**config.mk**
```make
export PLATFORM = sky130hd
export DESIGN_NAME = dwt_ctrl
export DESIGN_NICKNAME = d
export VERILOG_FILES = /design/src/hw/dwt_pkg.sv /design/src/hw/dwt_ctrl.sv /design/src/hw/dwt_sync.sv
export SDC_FILE = /design/constraint.sdc
export NUM_CORES = 1
export LEC_CHECK = 0
export BUFFER_PORTS_ARGS = -buffer_cell sky130_fd_sc_hd__buf_2
export CAP_MARGIN = 25
export CORE_ASPECT_RATIO = 1.25
export CORE_MARGIN = 3
export CORE_UTILIZATION = 35
export DETAILED_ROUTE_END_ITERATION = 8
export HOLD_SLACK_MARGIN = 0.15
export PLACE_DENSITY_LB_ADDON = 0.2
export SLEW_MARGIN = 20
export SYNTH_ARGS = -nofsm -noshare
export SYNTH_HDL_FRONTEND = slang
export SYNTH_HIERARCHICAL = 1
export SYNTH_SLANG_ARGS = --single-unit
```
**constraint.sdc**
```tcl
create_clock -name clk -period 7 [get_ports clk]
set_input_delay 0.7 -clock clk [delete_from_list [all_inputs] [get_ports clk]]
set_output_delay 0.7 -clock clk [all_outputs]
set_load 0.05 [all_outputs]
```
**src/hw/dwt_pkg.sv**
```systemverilog
package dwt_pkg;

  // ****************************************
  // sizes
  // ****************************************
  localparam int NUM_AUX_IN  = 6;
  localparam int NUM_AUX_OUT = 6;
  localparam int SEL_W       = 3;
  localparam int PACER_W     = 16;

  // ****************************************
  // source select codes
  // ****************************************
  localparam logic [SEL_W-1:0] SRC_BUS = 3'h0;  // codes 1..6 pick aux pin 0..5

  // aux output routing codes
  localparam logic [1:0] AOUT_LOW   = 2'h0;
  localparam logic [1:0] AOUT_START = 2'h1;
  localparam logic [1:0] AOUT_UPD   = 2'h2;

  // ****************************************
  // timing
  // ****************************************
  localparam int CLK_PERIOD_NS   = 10;
  localparam int START_PULSE_NS  = 50;
  localparam int UPD_PULSE_NS    = 225;
  localparam int START_PULSE_CYC = (START_PULSE_NS + CLK_PERIOD_NS - 1) / CLK_PERIOD_NS;
  localparam int UPD_PULSE_CYC   = (UPD_PULSE_NS + CLK_PERIOD_NS - 1) / CLK_PERIOD_NS;
  localparam int START_CNT_W     = $clog2(START_PULSE_CYC + 1);
  localparam int UPD_CNT_W       = $clog2(UPD_PULSE_CYC + 1);

  // sequencer states
  typedef enum logic [2:0] {
    ST_IDLE  = 3'b001,
    ST_ARMED = 3'b010,
    ST_RUN   = 3'b100
  } dwt_state_t;

endpackage

```
**src/hw/dwt_ctrl.sv**
```systemverilog
`timescale 1ns/1ps
module dwt_ctrl
  import dwt_pkg::*;
#(
  parameter int N_IN  = NUM_AUX_IN,
  parameter int N_OUT = NUM_AUX_OUT,
  parameter int PW    = PACER_W
) (
  input  wire logic                  clk,                 // 100 MHz system clock
  input  wire logic                  nrst,                // sync reset, active low
  input  wire logic [N_IN-1:0]       aux_input_pin,       // auxiliary input pins, async
  input  wire logic                  sync_bus_trigger_in, // sync bus start trigger, async
  input  wire logic                  sync_bus_update_in,  // sync bus update strobe, async
  input  wire logic                  arm,                 // pulse: arm from idle
  input  wire logic                  disarm,              // pulse: stop and return to idle
  input  wire logic [SEL_W-1:0]      trig_src_sel,        // 0 bus, 1..N aux pin
  input  wire logic                  trig_falling,        // 1 falling edge triggers
  input  wire logic                  upd_ext_mode,        // 1 external strobe, 0 pacer
  input  wire logic [SEL_W-1:0]      upd_src_sel,         // 0 bus, 1..N aux pin
  input  wire logic                  upd_active_low,      // 1 falling edge is the strobe
  input  wire logic                  tb_ext_sel,          // 1 external pacer time base
  input  wire logic [SEL_W-1:0]      tb_src_sel,          // 1..N aux pin, 0 none
  input  wire logic                  tb_falling,          // 1 falling edge counts
  input  wire logic [PW-1:0]         pacer_div,           // pacer period minus one, in ticks
  input  wire logic                  upd_mon_active_low,  // update monitor polarity
  input  wire logic [N_OUT-1:0][1:0] aux_out_sel,         // routing per aux output
  output logic      [N_OUT-1:0]      aux_output_pin,      // auxiliary output pins
  output logic                       dac_update,          // one-cycle DAC load pulse
  output logic                       wave_start,          // one-cycle start pulse
  output logic                       armed,               // waiting for trigger
  output logic                       running              // waveform in progress
);

  // ****************************************
  // state
  // ****************************************
  typedef struct packed {
    dwt_state_t             state;
    logic                   trig_prev;
    logic                   upd_prev;
    logic                   tb_prev;
    logic [PW-1:0]          pacer_cnt;
    logic [START_CNT_W-1:0] start_cnt;
    logic [UPD_CNT_W-1:0]   upd_cnt;
    logic                   dac_update;
    logic                   wave_start;
    logic [N_OUT-1:0]       aux_out;
  } dwt_ctrl_st_t;

  dwt_ctrl_st_t st_r;
  dwt_ctrl_st_t st_nxt;

  logic [N_IN-1:0] aux_s;
  logic            trig_bus_s;
  logic            upd_bus_s;

  // ****************************************
  // helpers
  // ****************************************
  // pick a bus bit or an aux pin by select code
  function automatic logic pick_src(input logic [N_IN-1:0] aux, input logic bus, input logic [SEL_W-1:0] sel);
    logic r;
    r = 1'b0;
    if (sel == SRC_BUS) begin
      r = bus;
    end else begin
      for (int i = 0; i < N_IN; i++) begin
        if (sel == SEL_W'(i + 1)) begin
          r = aux[i];
        end
      end
    end
    return r;
  endfunction

  // edge of the chosen direction between two sampled levels
  function automatic logic edge_hit(input logic cur, input logic prev, input logic falling);
    return falling ? (prev & ~cur) : (cur & ~prev);
  endfunction

  // level of one aux output for its routing code; spare codes park the pin low
  // so a stray select can never fake a monitor pulse
  function automatic logic route_lvl(input logic [1:0] code, input logic start_on, input logic upd_on,
                                     input logic upd_low);
    logic r;
    r = 1'b0;
    unique case (code)
      AOUT_START: begin
        r = start_on;
      end
      AOUT_UPD: begin
        r = upd_on ^ upd_low;
      end
      default: begin
        r = 1'b0;
      end
    endcase
    return r;
  endfunction

  // ****************************************
  // input synchronisers
  // ****************************************
  dwt_sync #(
    .W (N_IN + 2)
  ) u_sync (
    .clk      (clk),
    .nrst     (nrst),
    .async_in ({sync_bus_update_in, sync_bus_trigger_in, aux_input_pin}),
    .sync_out ({upd_bus_s, trig_bus_s, aux_s})
  );

  // ****************************************
  // sequencer, pacer and monitors
  // ****************************************
  logic trig_lvl;
  logic upd_lvl;
  logic tb_lvl;
  logic trig_evt;
  logic upd_evt;
  logic tb_tick;
  logic pace_evt;
  logic do_update;

  // levels are compared with last cycle's level, whichever select picked it, so changing a
  // select while running can fake one edge; change selects only while idle
  always_comb begin
    st_nxt    = st_r;
    trig_lvl  = pick_src(aux_s, trig_bus_s, trig_src_sel);
    upd_lvl   = pick_src(aux_s, upd_bus_s, upd_src_sel);
    tb_lvl    = pick_src(aux_s, 1'b0, tb_src_sel);
    trig_evt  = edge_hit(trig_lvl, st_r.trig_prev, trig_falling);
    upd_evt   = edge_hit(upd_lvl, st_r.upd_prev, upd_active_low);
    // no watchdog on the time base: a stalled clock just stalls the pacer
    tb_tick   = tb_ext_sel ? edge_hit(tb_lvl, st_r.tb_prev, tb_falling) : 1'b1;
    pace_evt  = 1'b0;
    do_update = 1'b0;

    st_nxt.trig_prev  = trig_lvl;
    st_nxt.upd_prev   = upd_lvl;
    st_nxt.tb_prev    = tb_lvl;
    st_nxt.wave_start = 1'b0;
    st_nxt.dac_update = 1'b0;

    // pacer counts ticks down and fires on the tick that finds it at zero
    if (st_r.state == ST_RUN && tb_tick) begin
      if (st_r.pacer_cnt == '0) begin
        st_nxt.pacer_cnt = pacer_div;
        pace_evt         = 1'b1;
      end else begin
        st_nxt.pacer_cnt = st_r.pacer_cnt - PW'(1);
      end
    end

    unique case (st_r.state)
      ST_IDLE: begin
        if (arm && !disarm) begin
          st_nxt.state = ST_ARMED;
        end
      end
      ST_ARMED: begin
        // updates are dropped here so nothing leaves before the trigger
        if (disarm) begin
          st_nxt.state = ST_IDLE;
        end else if (trig_evt) begin
          st_nxt.state      = ST_RUN;
          st_nxt.wave_start = 1'b1;
          st_nxt.pacer_cnt  = pacer_div;
          st_nxt.start_cnt  = START_CNT_W'(START_PULSE_CYC);
        end
      end
      ST_RUN: begin
        // strobe spacing is the source's duty; strobes closer than that still update
        if (disarm) begin
          st_nxt.state = ST_IDLE;
        end else begin
          do_update = upd_ext_mode ? upd_evt : pace_evt;
        end
      end
      default: begin
        st_nxt.state = ST_IDLE;
      end
    endcase

    // one strobe edge, one load pulse; monitor retriggers on each update
    if (do_update) begin
      st_nxt.dac_update = 1'b1;
      st_nxt.upd_cnt    = UPD_CNT_W'(UPD_PULSE_CYC);
    end else if (st_r.upd_cnt != '0) begin
      st_nxt.upd_cnt = st_r.upd_cnt - UPD_CNT_W'(1);
    end

    if (st_nxt.wave_start == 1'b0 && st_r.start_cnt != '0) begin
      st_nxt.start_cnt = st_r.start_cnt - START_CNT_W'(1);
    end

    // aux output routing, taken from next-state counters so widths are exact
    for (int j = 0; j < N_OUT; j++) begin
      st_nxt.aux_out[j] = route_lvl(aux_out_sel[j], st_nxt.start_cnt != '0, st_nxt.upd_cnt != '0,
                                    upd_mon_active_low);
    end
  end

  // synchronous reset lands on idle with every pulse and counter cleared; monitors
  // routed active low read low until the first edge after release
  always_ff @(posedge clk) begin
    if (!nrst) begin
      st_r       <= '0;
      st_r.state <= ST_IDLE;
    end else begin
      st_r <= st_nxt;
    end
  end

  // ****************************************
  // outputs
  // ****************************************
  assign aux_output_pin = st_r.aux_out;
  assign dac_update     = st_r.dac_update;
  assign wave_start     = st_r.wave_start;
  // armed and running decode the state register, so they never glitch on inputs
  assign armed          = (st_r.state == ST_ARMED);
  assign running        = (st_r.state == ST_RUN);

endmodule

```
**src/hw/dwt_sync.sv**
```systemverilog
`timescale 1ns/1ps
module dwt_sync #(
  parameter int W = 8
) (
  input  wire logic         clk,       // system clock
  input  wire logic         nrst,      // sync reset, active low
  input  wire logic [W-1:0] async_in,  // raw pin levels
  output logic      [W-1:0] sync_out   // levels in clk domain
);

  typedef struct packed {
    logic [W-1:0] s1;
    logic [W-1:0] s2;
  } dwt_sync_st_t;

  dwt_sync_st_t st_r;
  dwt_sync_st_t st_nxt;

  // first stage feeds only the second; nothing else looks at s1
  always_comb begin
    st_nxt    = st_r;
    st_nxt.s1 = async_in;
    st_nxt.s2 = st_r.s1;
  end

  always_ff @(posedge clk) begin
    if (!nrst) begin
      st_r <= '0;
    end else begin
      st_r <= st_nxt;
    end
  end

  assign sync_out = st_r.s2;

endmodule

```
==> key figures, run 1 <==
Floorplanning
  – Core Box Area: 7930 um2
  – Die Area: 9390 um2
  – Chip height: 108 um
  – Row cnt: 36
  – Die W: 87.3 um
  – I/O pin cnt: 65
  – Initial Utilization: 36.5%

STA
  – Pins over their slew limit: 0
  – Tcrit/Tclk final: 44.4%
  – WHS: 457 ps
  – Final Skew: 11.5 ps
  – Setup violators final: 0
  – Setup TNS: 0 ps
  – Slew @ Worst Pin: 957 ps
  – Max Clk Rate: 0.321 GHz
  – RSZ-0062 raised after global routing: false
  – Final Hold Fails: 0
  – Max_slew headroom: 35.7%
  – Tmin final: 3110 ps

Placed design
  – Port buffer count: 64
  – Placed cell area: 3220 um2
  – Detailed Place HPWL: 4.42 mm
  – Placer Congestion: 0.781

CTS
  – Root buffer cell: clkbuf_8
  – CTS tree: done
  – H-tree levels: 2
  – Resized cells post-CTS: 0
  – CTS Buffer Depth: 2
  – Clk_lat worst skew: 310 ps
  – TritonCTS Buffers: 5
  – CTS Hold Bufs: 0
  – Setup repair bufs after CTS: 0
  – Clock slew at reported path FFs: 100 ps
  – CTS Sinks: 54

Synth
  – Async SR Flop Fraction: 0%
  – #FFs+latches synth: 54
  – Ys flop type: dfxtp_1
  – Avg Inst Size Synth: 8.95 um2
  – Post-synth top area cell: dfxtp_1
  – Synth cell types: 51
  – Synth Cell Area: 2890 um2
  – Cells after Synth: 323
  – Top post-synthesis cells by area: dfxtp_1, ha_1, inv_1, a21oi_1, o21ai_0
  – Synth top area share: 37.4%
  – Synth Net Count: 395
  – Share of the yosys chip area belonging to registers: 37.4%
  – Post-synth EDFFs: 0
  – Synthesis warning total: 6

Run status
  – Status: finished, final reports clean

Final layout
  – # diodes: 0
  – Commonest non-fill, non-tap cell in the layout: buf_2
  – Layout area overhead: 14.8%
  – Most frequent cells in the layout: buf_2, dfxtp_1, inv_1, nor2_1, a21oi_1
  – Post-layout net count: 449
  – Fill cells: 813
  – Design area: 3320 um2
  – Fraction of layout cells with a size suffix above 1: 25.7%

Global route
  – Grt total ovfl: 0
  – Total GRT Usage: 12.9%
  – Largest net degree at the start of global routing: 47
  – Vias in the first global route: 2195
  – Initial antenna violation count: 0
  – First-pass GRT wire length: 9.79 mm

Power and ir drop
  – Power, Total: 786 uW
  – Pwr dens: 237 nW/um2
  – Worst VDD drop: 0.109 mV
  – Static leakage: 0.00148 uW

Min path
  – Hold Path Cell Cnt: 1
  – Hold Crit Class: flip-flop to flip-flop

Drt
  – 1st-pass router iterations: 5
  – Vias per cell: 5.07
  – DRC viols: 0
  – Via count: 2396
  – Drt initial violations: 60
  – WL/cell: 12.5 um
  – WL final: 5.90 mm
  – Post-DRT Antenna Nets: 0

Worst setup path
  – Reg2reg start: st_r[18]$_SDFF_PN0_
  – Worst EP required: 7210 ps
  – Worst R2R Path Depth: 7
  – Kind of critical path: flip-flop to flip-flop
  – Critical Path Source: st_r[18]$_SDFF_PN0_
  – Reg2Reg Setup Slack: 3890 ps
  – Worst setup EP type: flip-flop
  – Worst r2r dst: aux_output_pin[0]$_SDFF_PN0_
  – Crit path max fanout: 12
  – WP data arrival: 3320 ps
  – Setup crit end: aux_output_pin[0]$_SDFF_PN0_
  – Startpoint Class: flip-flop

Flow run
  – Max Cap Viol: 0
-- synthesized netlist by cell type (6+ instances only) --
cell,n
a32o_1,6
xor2_1,10
nand3_1,8
and3_1,8
buf_4,6
nand4_1,8
ha_1,17
nor2_1,21
mux2i_1,6
nor3_1,11
dfxtp_1,54
a21oi_1,21
and2_1,7
inv_1,30
nand2_1,10
o21ai_0,20
and2_2,12
-- flip-flops by register name (all words and copies together), names as in the netlist --
name             flops
st_r                30
u_sync/st_nxt        8
u_sync/sync_out      8
aux_output_pin       6
dac_update           1
wave_start           1
-- routing by layer --
metal | GRT usage [%] | vias up | routed length [um]
li1 | - | 1230 | -
met1 | 16.2 | 1103 | 2610
met2 | 21.1 | 56 | 2830
met3 | 3.98 | 7 | 373
met4 | 3.84 | 0 | 82
met5 | 0 | - | 0
-- logic make-up after synthesis --
logic type / count (synthesis) / share of synthesized area (%)
AOI/OAI and AO/OA: 71 / 16.6
xor gates and xnor gates: 16 / 5.11
adders and majority gates: 17 / 7.36
buffers and inverters: 48 / 7.88
DFF: 54 / 37.4
muxes: 9 / 4.02
and+or+nand+nor: 108 / 21.7
-- report_power, final --
group          internal, uW  switching [uW]  leakage (uW)  total, uW
registers               337            19.1      0.000441        356
logic                   105             136      0.000991        241
clock network          81.7             108     0.0000478        189
-- worst min path at each step --
stage                                            from                       endpoint  slack [ps]
after floorplan           u_sync/st_nxt[0]$_SDFF_PN0_  u_sync/sync_out[0]$_SDFF_PN0_         430
after global placement    u_sync/st_nxt[4]$_SDFF_PN0_  u_sync/sync_out[4]$_SDFF_PN0_         430
after detailed placement  u_sync/st_nxt[2]$_SDFF_PN0_  u_sync/sync_out[2]$_SDFF_PN0_         430
after CTS                 u_sync/st_nxt[2]$_SDFF_PN0_  u_sync/sync_out[2]$_SDFF_PN0_         460
after global routing      u_sync/st_nxt[4]$_SDFF_PN0_  u_sync/sync_out[4]$_SDFF_PN0_         480
final                     u_sync/st_nxt[4]$_SDFF_PN0_  u_sync/sync_out[4]$_SDFF_PN0_         460
-- critical path, cell delays in order (launching register included) --
cell and delay, ps:
dfxtp_1 360, nor4_2 860, nand4_1 420, or4_1 530
a311oi_1 270, nor3_1 130, xnor2_2 200, a32o_1 250
-- per-stage QoR --
step / worst slack, ps / std cells / util (%)
2_1_floorplan: 4590 / 323 / -
3_3_place_gp: 3890 / 465 / 40.6
3_5_place_dp: 3940 / 465 / 40.6
4_1_cts: 3910 / 473 / 41.9
5_1_grt: 3580 / 473 / 41.9
6_report: 3890 / 473 / 41.9
-- final cells by class --
cell class / instances / area (um2) / share of cell area (%)
clock inverters: 2 / 16.3 / 0.490
flip-flops and latches: 54 / 1080 / 32.6
repair buffers: 64 / 320 / 9.65
multi-input cells: 221 / 1580 / 47.7
well taps: 95 / 119 / 3.58
clock buffers: 6 / 82.6 / 2.49
inverters: 31 / 116 / 3.51
No activity file was read; power rests on OpenSTA's default activity.
==> inputs of run 2 (changes only) <==
- clock period: 7 -> 3.25 ns (I/O delays scaled with it)
==> run 2 against run 1 <==
Effect of this change: flip-flop and latch count unchanged; largest cell class unchanged; worst hold slack worse by 240 ps; clock-buffer cell count shrank 1; highest routed layer unchanged; clock skew is 8.1 ps lower; fmax rose by 17%; largest power group unchanged; power up 110%; clock power up 110%; critical path depth is 2 higher; core utilization up 0.32 points; combinational power increased by 120%; die area is the same.
==> key figures, run 2 (synthesis results as in run 1) <==
Drt
  – Post-DRT Antenna Nets: 0
  – Drt initial violations: 82
  – WL/cell: 12.4 um
  – WL final: 5.92 mm
  – Vias per cell: 5.00
  – 1st-pass router iterations: 4
  – Via count: 2386
  – DRC viols: 0

CTS
  – Setup repair bufs after CTS: 0
  – CTS Buffer Depth: 2
  – Clock slew at reported path FFs: 100 ps
  – Root buffer cell: clkbuf_8
  – CTS tree: done
  – TritonCTS Buffers: 5
  – Resized cells post-CTS: 0
  – Clk_lat worst skew: 310 ps
  – H-tree levels: 2
  – CTS Sinks: 54
  – CTS Hold Bufs: 0

STA
  – Final Skew: 3.36 ps
  – Slew @ Worst Pin: 615 ps
  – WHS: 215 ps
  – Final Hold Fails: 0
  – Pins over their slew limit: 0
  – Max Clk Rate: 0.377 GHz
  – Tmin final: 2650 ps
  – Tcrit/Tclk final: 81.6%
  – RSZ-0062 raised after global routing: false
  – Max_slew headroom: 58.9%
  – Setup violators final: 0
  – Setup TNS: 0 ps

Power and ir drop
  – Sequential share of power: 45.6%
  – Int Pwr: 1110 uW
  – Sw Ratio: 33.9%
  – Clock Power Share: 23.1%
  – Combinational share of power: 31.3%
  – Pwr dens: 502 nW/um2
  – Psw: 569 uW
  – Worst VDD drop: 0.240 mV
  – Static leakage: 0.00150 uW

Worst setup path
  – Critical path depth: 9
  – Critical Path Source: st_r[16]$_SDFF_PN0_
  – WP data arrival: 2860 ps
  – Critical path's slowest cell: or4_1
  – Kind of critical path: flip-flop to flip-flop
  – Reg2Reg Setup Slack: 600 ps
  – Worst r2r dst: aux_output_pin[4]$_SDFF_PN0_
  – Worst R2R Path Depth: 9
  – Worst setup EP type: flip-flop
  – Crit path max fanout: 6
  – Startpoint Class: flip-flop
  – CP bufs+invs: 1
  – Reg2reg start: st_r[16]$_SDFF_PN0_
  – Crit-path max cell delay: 480 ps
  – Cell Chain, Critical Path: inv_1 > ha_1 > nor4b_1 > nand4_1 > or4_1 > a311oi_1 > nor3_1 > xnor2_2 > a32o_1
  – Worst EP required: 3460 ps
  – CP delay by family, top: simple AND/OR/NAND/NOR gates

Floorplanning
  – Core Box Area: 7930 um2
  – Initial Utilization: 36.5%
  – Row cnt: 36
  – I/O pin cnt: 65
  – Chip height: 108 um
  – Die W: 87.3 um
  – Die Area: 9390 um2

Min path
  – Hold Crit Class: primary input to flip-flop
  – Worst min-delay path endpoint: u_sync/st_nxt[2]$_SDFF_PN0_
  – Hold Path Cell Cnt: 2
  – Min-delay src: aux_input_pin[2]

Final layout
  – Most frequent cells in the layout: buf_2, dfxtp_1, inv_1, nor2_1, a21oi_1
  – # diodes: 0
  – Largest reg by FF count: st_r
  – Register area: 1080 um2
  – Max FFs per register: 30
  – Fill cells: 842
  – Footprint of the multi-input gates: 1580 um2
  – Commonest non-fill, non-tap cell in the layout: buf_2
  – Fraction of layout cells with a size suffix above 1: 26.4%
  – Layout area overhead: 15.6%
  – Post-layout net count: 453

Global route
  – First-pass GRT wire length: 10.0 mm
  – Total GRT Usage: 13.1%
  – Vias in the first global route: 2302
  – Largest net degree at the start of global routing: 46
  – Initial antenna violation count: 0
  – Grt total ovfl: 0

Placed design
  – Detailed Place HPWL: 4.51 mm
  – Port buffer count: 64
  – Placer Congestion: 0.850

Run status
  – Status: finished, final reports clean

Flow run
  – Max Cap Viol: 0
-- run 2: worst reg2reg max path, stage by stage, from the launching register on --
cell and delay (ps):
dfxtp_1 350, inv_1 90, ha_1 130, nor4b_1 340, nand4_1 290, or4_1 480, a311oi_1 290, nor3_1 140
xnor2_2 210, a32o_1 240
-- run 2: layout make-up --
type,count,area share (%)
Clock buffer,5,2.06
Timing Repair Buffer,68,10.5
Inverter,31,3.48
Sequential cell,54,32.3
Clock inverter,3,0.749
Tap cell,95,3.56
Multi-Input combinational cell,221,47.3
-- run 2: how the worst max path moves through the flow --
stage / slack [ps] / to
after floorplan: 1010 / aux_output_pin[0]$_SDFF_PN0_
after global placement: 660 / aux_output_pin[4]$_SDFF_PN0_
after detailed placement: 600 / aux_output_pin[2]$_SDFF_PN0_
after CTS: 570 / aux_output_pin[2]$_SDFF_PN0_
after global routing: 280 / aux_output_pin[2]$_SDFF_PN0_
final: 600 / aux_output_pin[4]$_SDFF_PN0_
-- run 2: power by group through the flow --
stage	sequential, uW	combinational (uW)	clock [uW]
CTS	766	535	412
floorplan	772	422	0
global placement	781	517	0
finish	765	526	388
global route	775	597	434
detailed placement	780	534	0
-- run 2: per-stage QoR --
stage	cell area, um2	power [uW]	util [%]	std cells	setup slack (ps)
after floorplan	2890	1190	-	323	1010
after global placement	3250	1300	41.0	469	663
after detailed placement	3250	1310	41.0	469	597
after CTS	3340	1710	42.2	477	573
after global routing	3340	1810	42.2	477	276
final	3340	1680	42.2	477	596
-- run 2: metal layers --
| layer | global-route usage [%] | routed length (um) |
|---|---|---|
| met1 | 15.7 | 2580 |
| met2 | 22.6 | 2870 |
| met3 | 3.45 | 376 |
| met4 | 3.95 | 99 |
| met5 | 0 | 0 |
==> inputs of run 3 (changes only) <==
- clock period: 3.25 -> 2.4 ns (I/O delays scaled with it)
==> run 3 against run 2 <==
Effect of this change: clock skew is 4.2 ps higher; routed wire length up 6.0%; power up 40%; clock power increased by 39%; first-iteration DRC count fell by 32%; critical path type unchanged; critical endpoint is now aux_output_pin[5]$_SDFF_PN0_; fmax is 17% higher.
==> key figures, run 3 (synthesis results as in run 1) <==
Worst setup path
  – Worst setup EP type: flip-flop
  – Worst EP required: 2610 ps
  – Kind of critical path: flip-flop to flip-flop
  – Crit path max fanout: 6
  – WP data arrival: 2480 ps
  – Critical path's slowest cell: or4_4
  – Startpoint Class: flip-flop
  – Critical Path Source: st_r[17]$_SDFF_PN0_
  – Crit-path max cell delay: 440 ps
  – Reg2reg start: st_r[17]$_SDFF_PN0_
  – CP bufs+invs: 2
  – CP delay by family, top: simple AND/OR/NAND/NOR gates
  – Cell Chain, Critical Path: inv_1 > ha_1 > nor4b_4 > nand4_1 > or4_4 > a311oi_2 > nor3_2 > xnor2_2 > buf_4 > a32o_1

Min path
  – Min-delay src: disarm
  – Hold Crit Class: primary input to flip-flop

Floorplanning
  – I/O pin cnt: 65
  – Initial Utilization: 36.5%
  – Chip height: 108 um
  – Core Box Area: 7930 um2
  – Row cnt: 36
  – Die W: 87.3 um
  – Die Area: 9390 um2

Flow run
  – Max Cap Viol: 0

STA
  – Slew @ Worst Pin: 565 ps
  – Final Hold Fails: 0
  – Tcrit/Tclk final: 94.8%
  – Max_slew headroom: 62.0%
  – Setup violators final: 0
  – Pins over their slew limit: 0
  – Final Skew: 7.52 ps
  – Setup TNS: 0 ps
  – Max Clk Rate: 0.440 GHz
  – Tmin final: 2270 ps

Drt
  – 1st-pass router iterations: 4
  – Vias per cell: 4.96
  – Post-DRT Antenna Nets: 0
  – Drt initial violations: 56
  – WL/cell: 12.6 um
  – Via count: 2477
  – WL final: 6.28 mm
  – DRC viols: 0

Final layout
  – Most frequent cells in the layout: buf_2, dfxtp_1, inv_1, nor2_1, a21oi_1
  – Util after Layout: 45.4%
  – Max FFs per register: 30
  – Register area: 1080 um2
  – # diodes: 0
  – Footprint of the multi-input gates: 1630 um2
  – Fraction of layout cells with a size suffix above 1: 29.7%
  – Commonest non-fill, non-tap cell in the layout: buf_2
  – Fill cells: 817
  – Layout area overhead: 24.6%
  – Post-layout net count: 475
  – Largest reg by FF count: st_r

CTS
  – Root buffer cell: clkbuf_8
  – Clk_lat worst skew: 310 ps
  – CTS Sinks: 54
  – TritonCTS Buffers: 5
  – CTS tree: done
  – Clock slew at reported path FFs: 100 ps
  – CTS Buffer Depth: 2
  – H-tree levels: 2

Placed design
  – Port buffer count: 64
  – Placer Congestion: 0.816
  – Detailed Place HPWL: 4.63 mm

Global route
  – Total GRT Usage: 13.7%
  – Initial antenna violation count: 0
  – First-pass GRT wire length: 10.4 mm
  – Grt total ovfl: 0
  – Largest net degree at the start of global routing: 29
  – Vias in the first global route: 2318

Run status
  – Status: finished, final reports clean

Power and ir drop
  – Worst VDD drop: 0.358 mV
  – Static leakage: 0.00164 uW
  – Pwr dens: 651 nW/um2
[run 3: cell types whose count changed in the layout (fill, tap and decap cells not counted), moves of 2 or more]
cell,delta
buf_12,+2
buf_4,+12
dlygate4sd3_1,+8
nor4_2,-2
nor4_4,+2
[run 3: power by group]
group / switching (uW) / internal, uW
clock: 327 / 212
combinational: 412 / 358
sequential: 55.0 / 982
[run 3: worst paths after layout]
| check | slack, ps | to | cells past startpoint |
|---|---|---|---|
| worst max-delay path | 130 | aux_output_pin[5]$_SDFF_PN0_ | 10 |
| worst min-delay path | 190 | st_r[36]$_SDFFE_PN0P_ | 2 |
| worst max register to register | 130 | aux_output_pin[5]$_SDFF_PN0_ | 10 |
| worst min register to register | 460 | u_sync/sync_out[3]$_SDFF_PN0_ | 1 |
[run 3: routing by layer]
layer	vias to the layer above	routed length, um	track usage [%]
met2	59	3110	23.4
li1	1286	-	-
met5	-	0	0
met4	0	97	4.39
met3	11	391	3.83
met1	1121	2680	16.5
[run 3: layout make-up]
type | count | share of cell area, %
Sequential cell | 54 | 30.0
Timing Repair Buffer | 90 | 15.6
Multi-Input combinational cell | 221 | 45.3
Tap cell | 95 | 3.30
Inverter | 31 | 3.23
Clock inverter | 3 | 0.695
Clock buffer | 5 | 1.91
[run 3: repair_timing]
action	CTS	global route
pin swaps	0	2
cloned	0	0
hold buffers	8	0
setup buffers	0	1
gates resized for setup	1	7
endpoints found under the setup margin	5	6
endpoints found under the hold margin	8	0
[run 3: metrics by stage]
stage / setup WS (ps) / cells / hold WS [ps] / total power (uW) / cell area, um2
finish: 126 / 499 / 187 / 2350 / 3600
detailed placement: 28.3 / 482 / 432 / 1780 / 3370
global placement: 89.4 / 482 / 428 / 1770 / 3370
CTS: 79.4 / 498 / 172 / 2340 / 3550
floorplan: 164 / 323 / 319 / 1620 / 2890
global route: -17.6 / 499 / 190 / 2510 / 3600
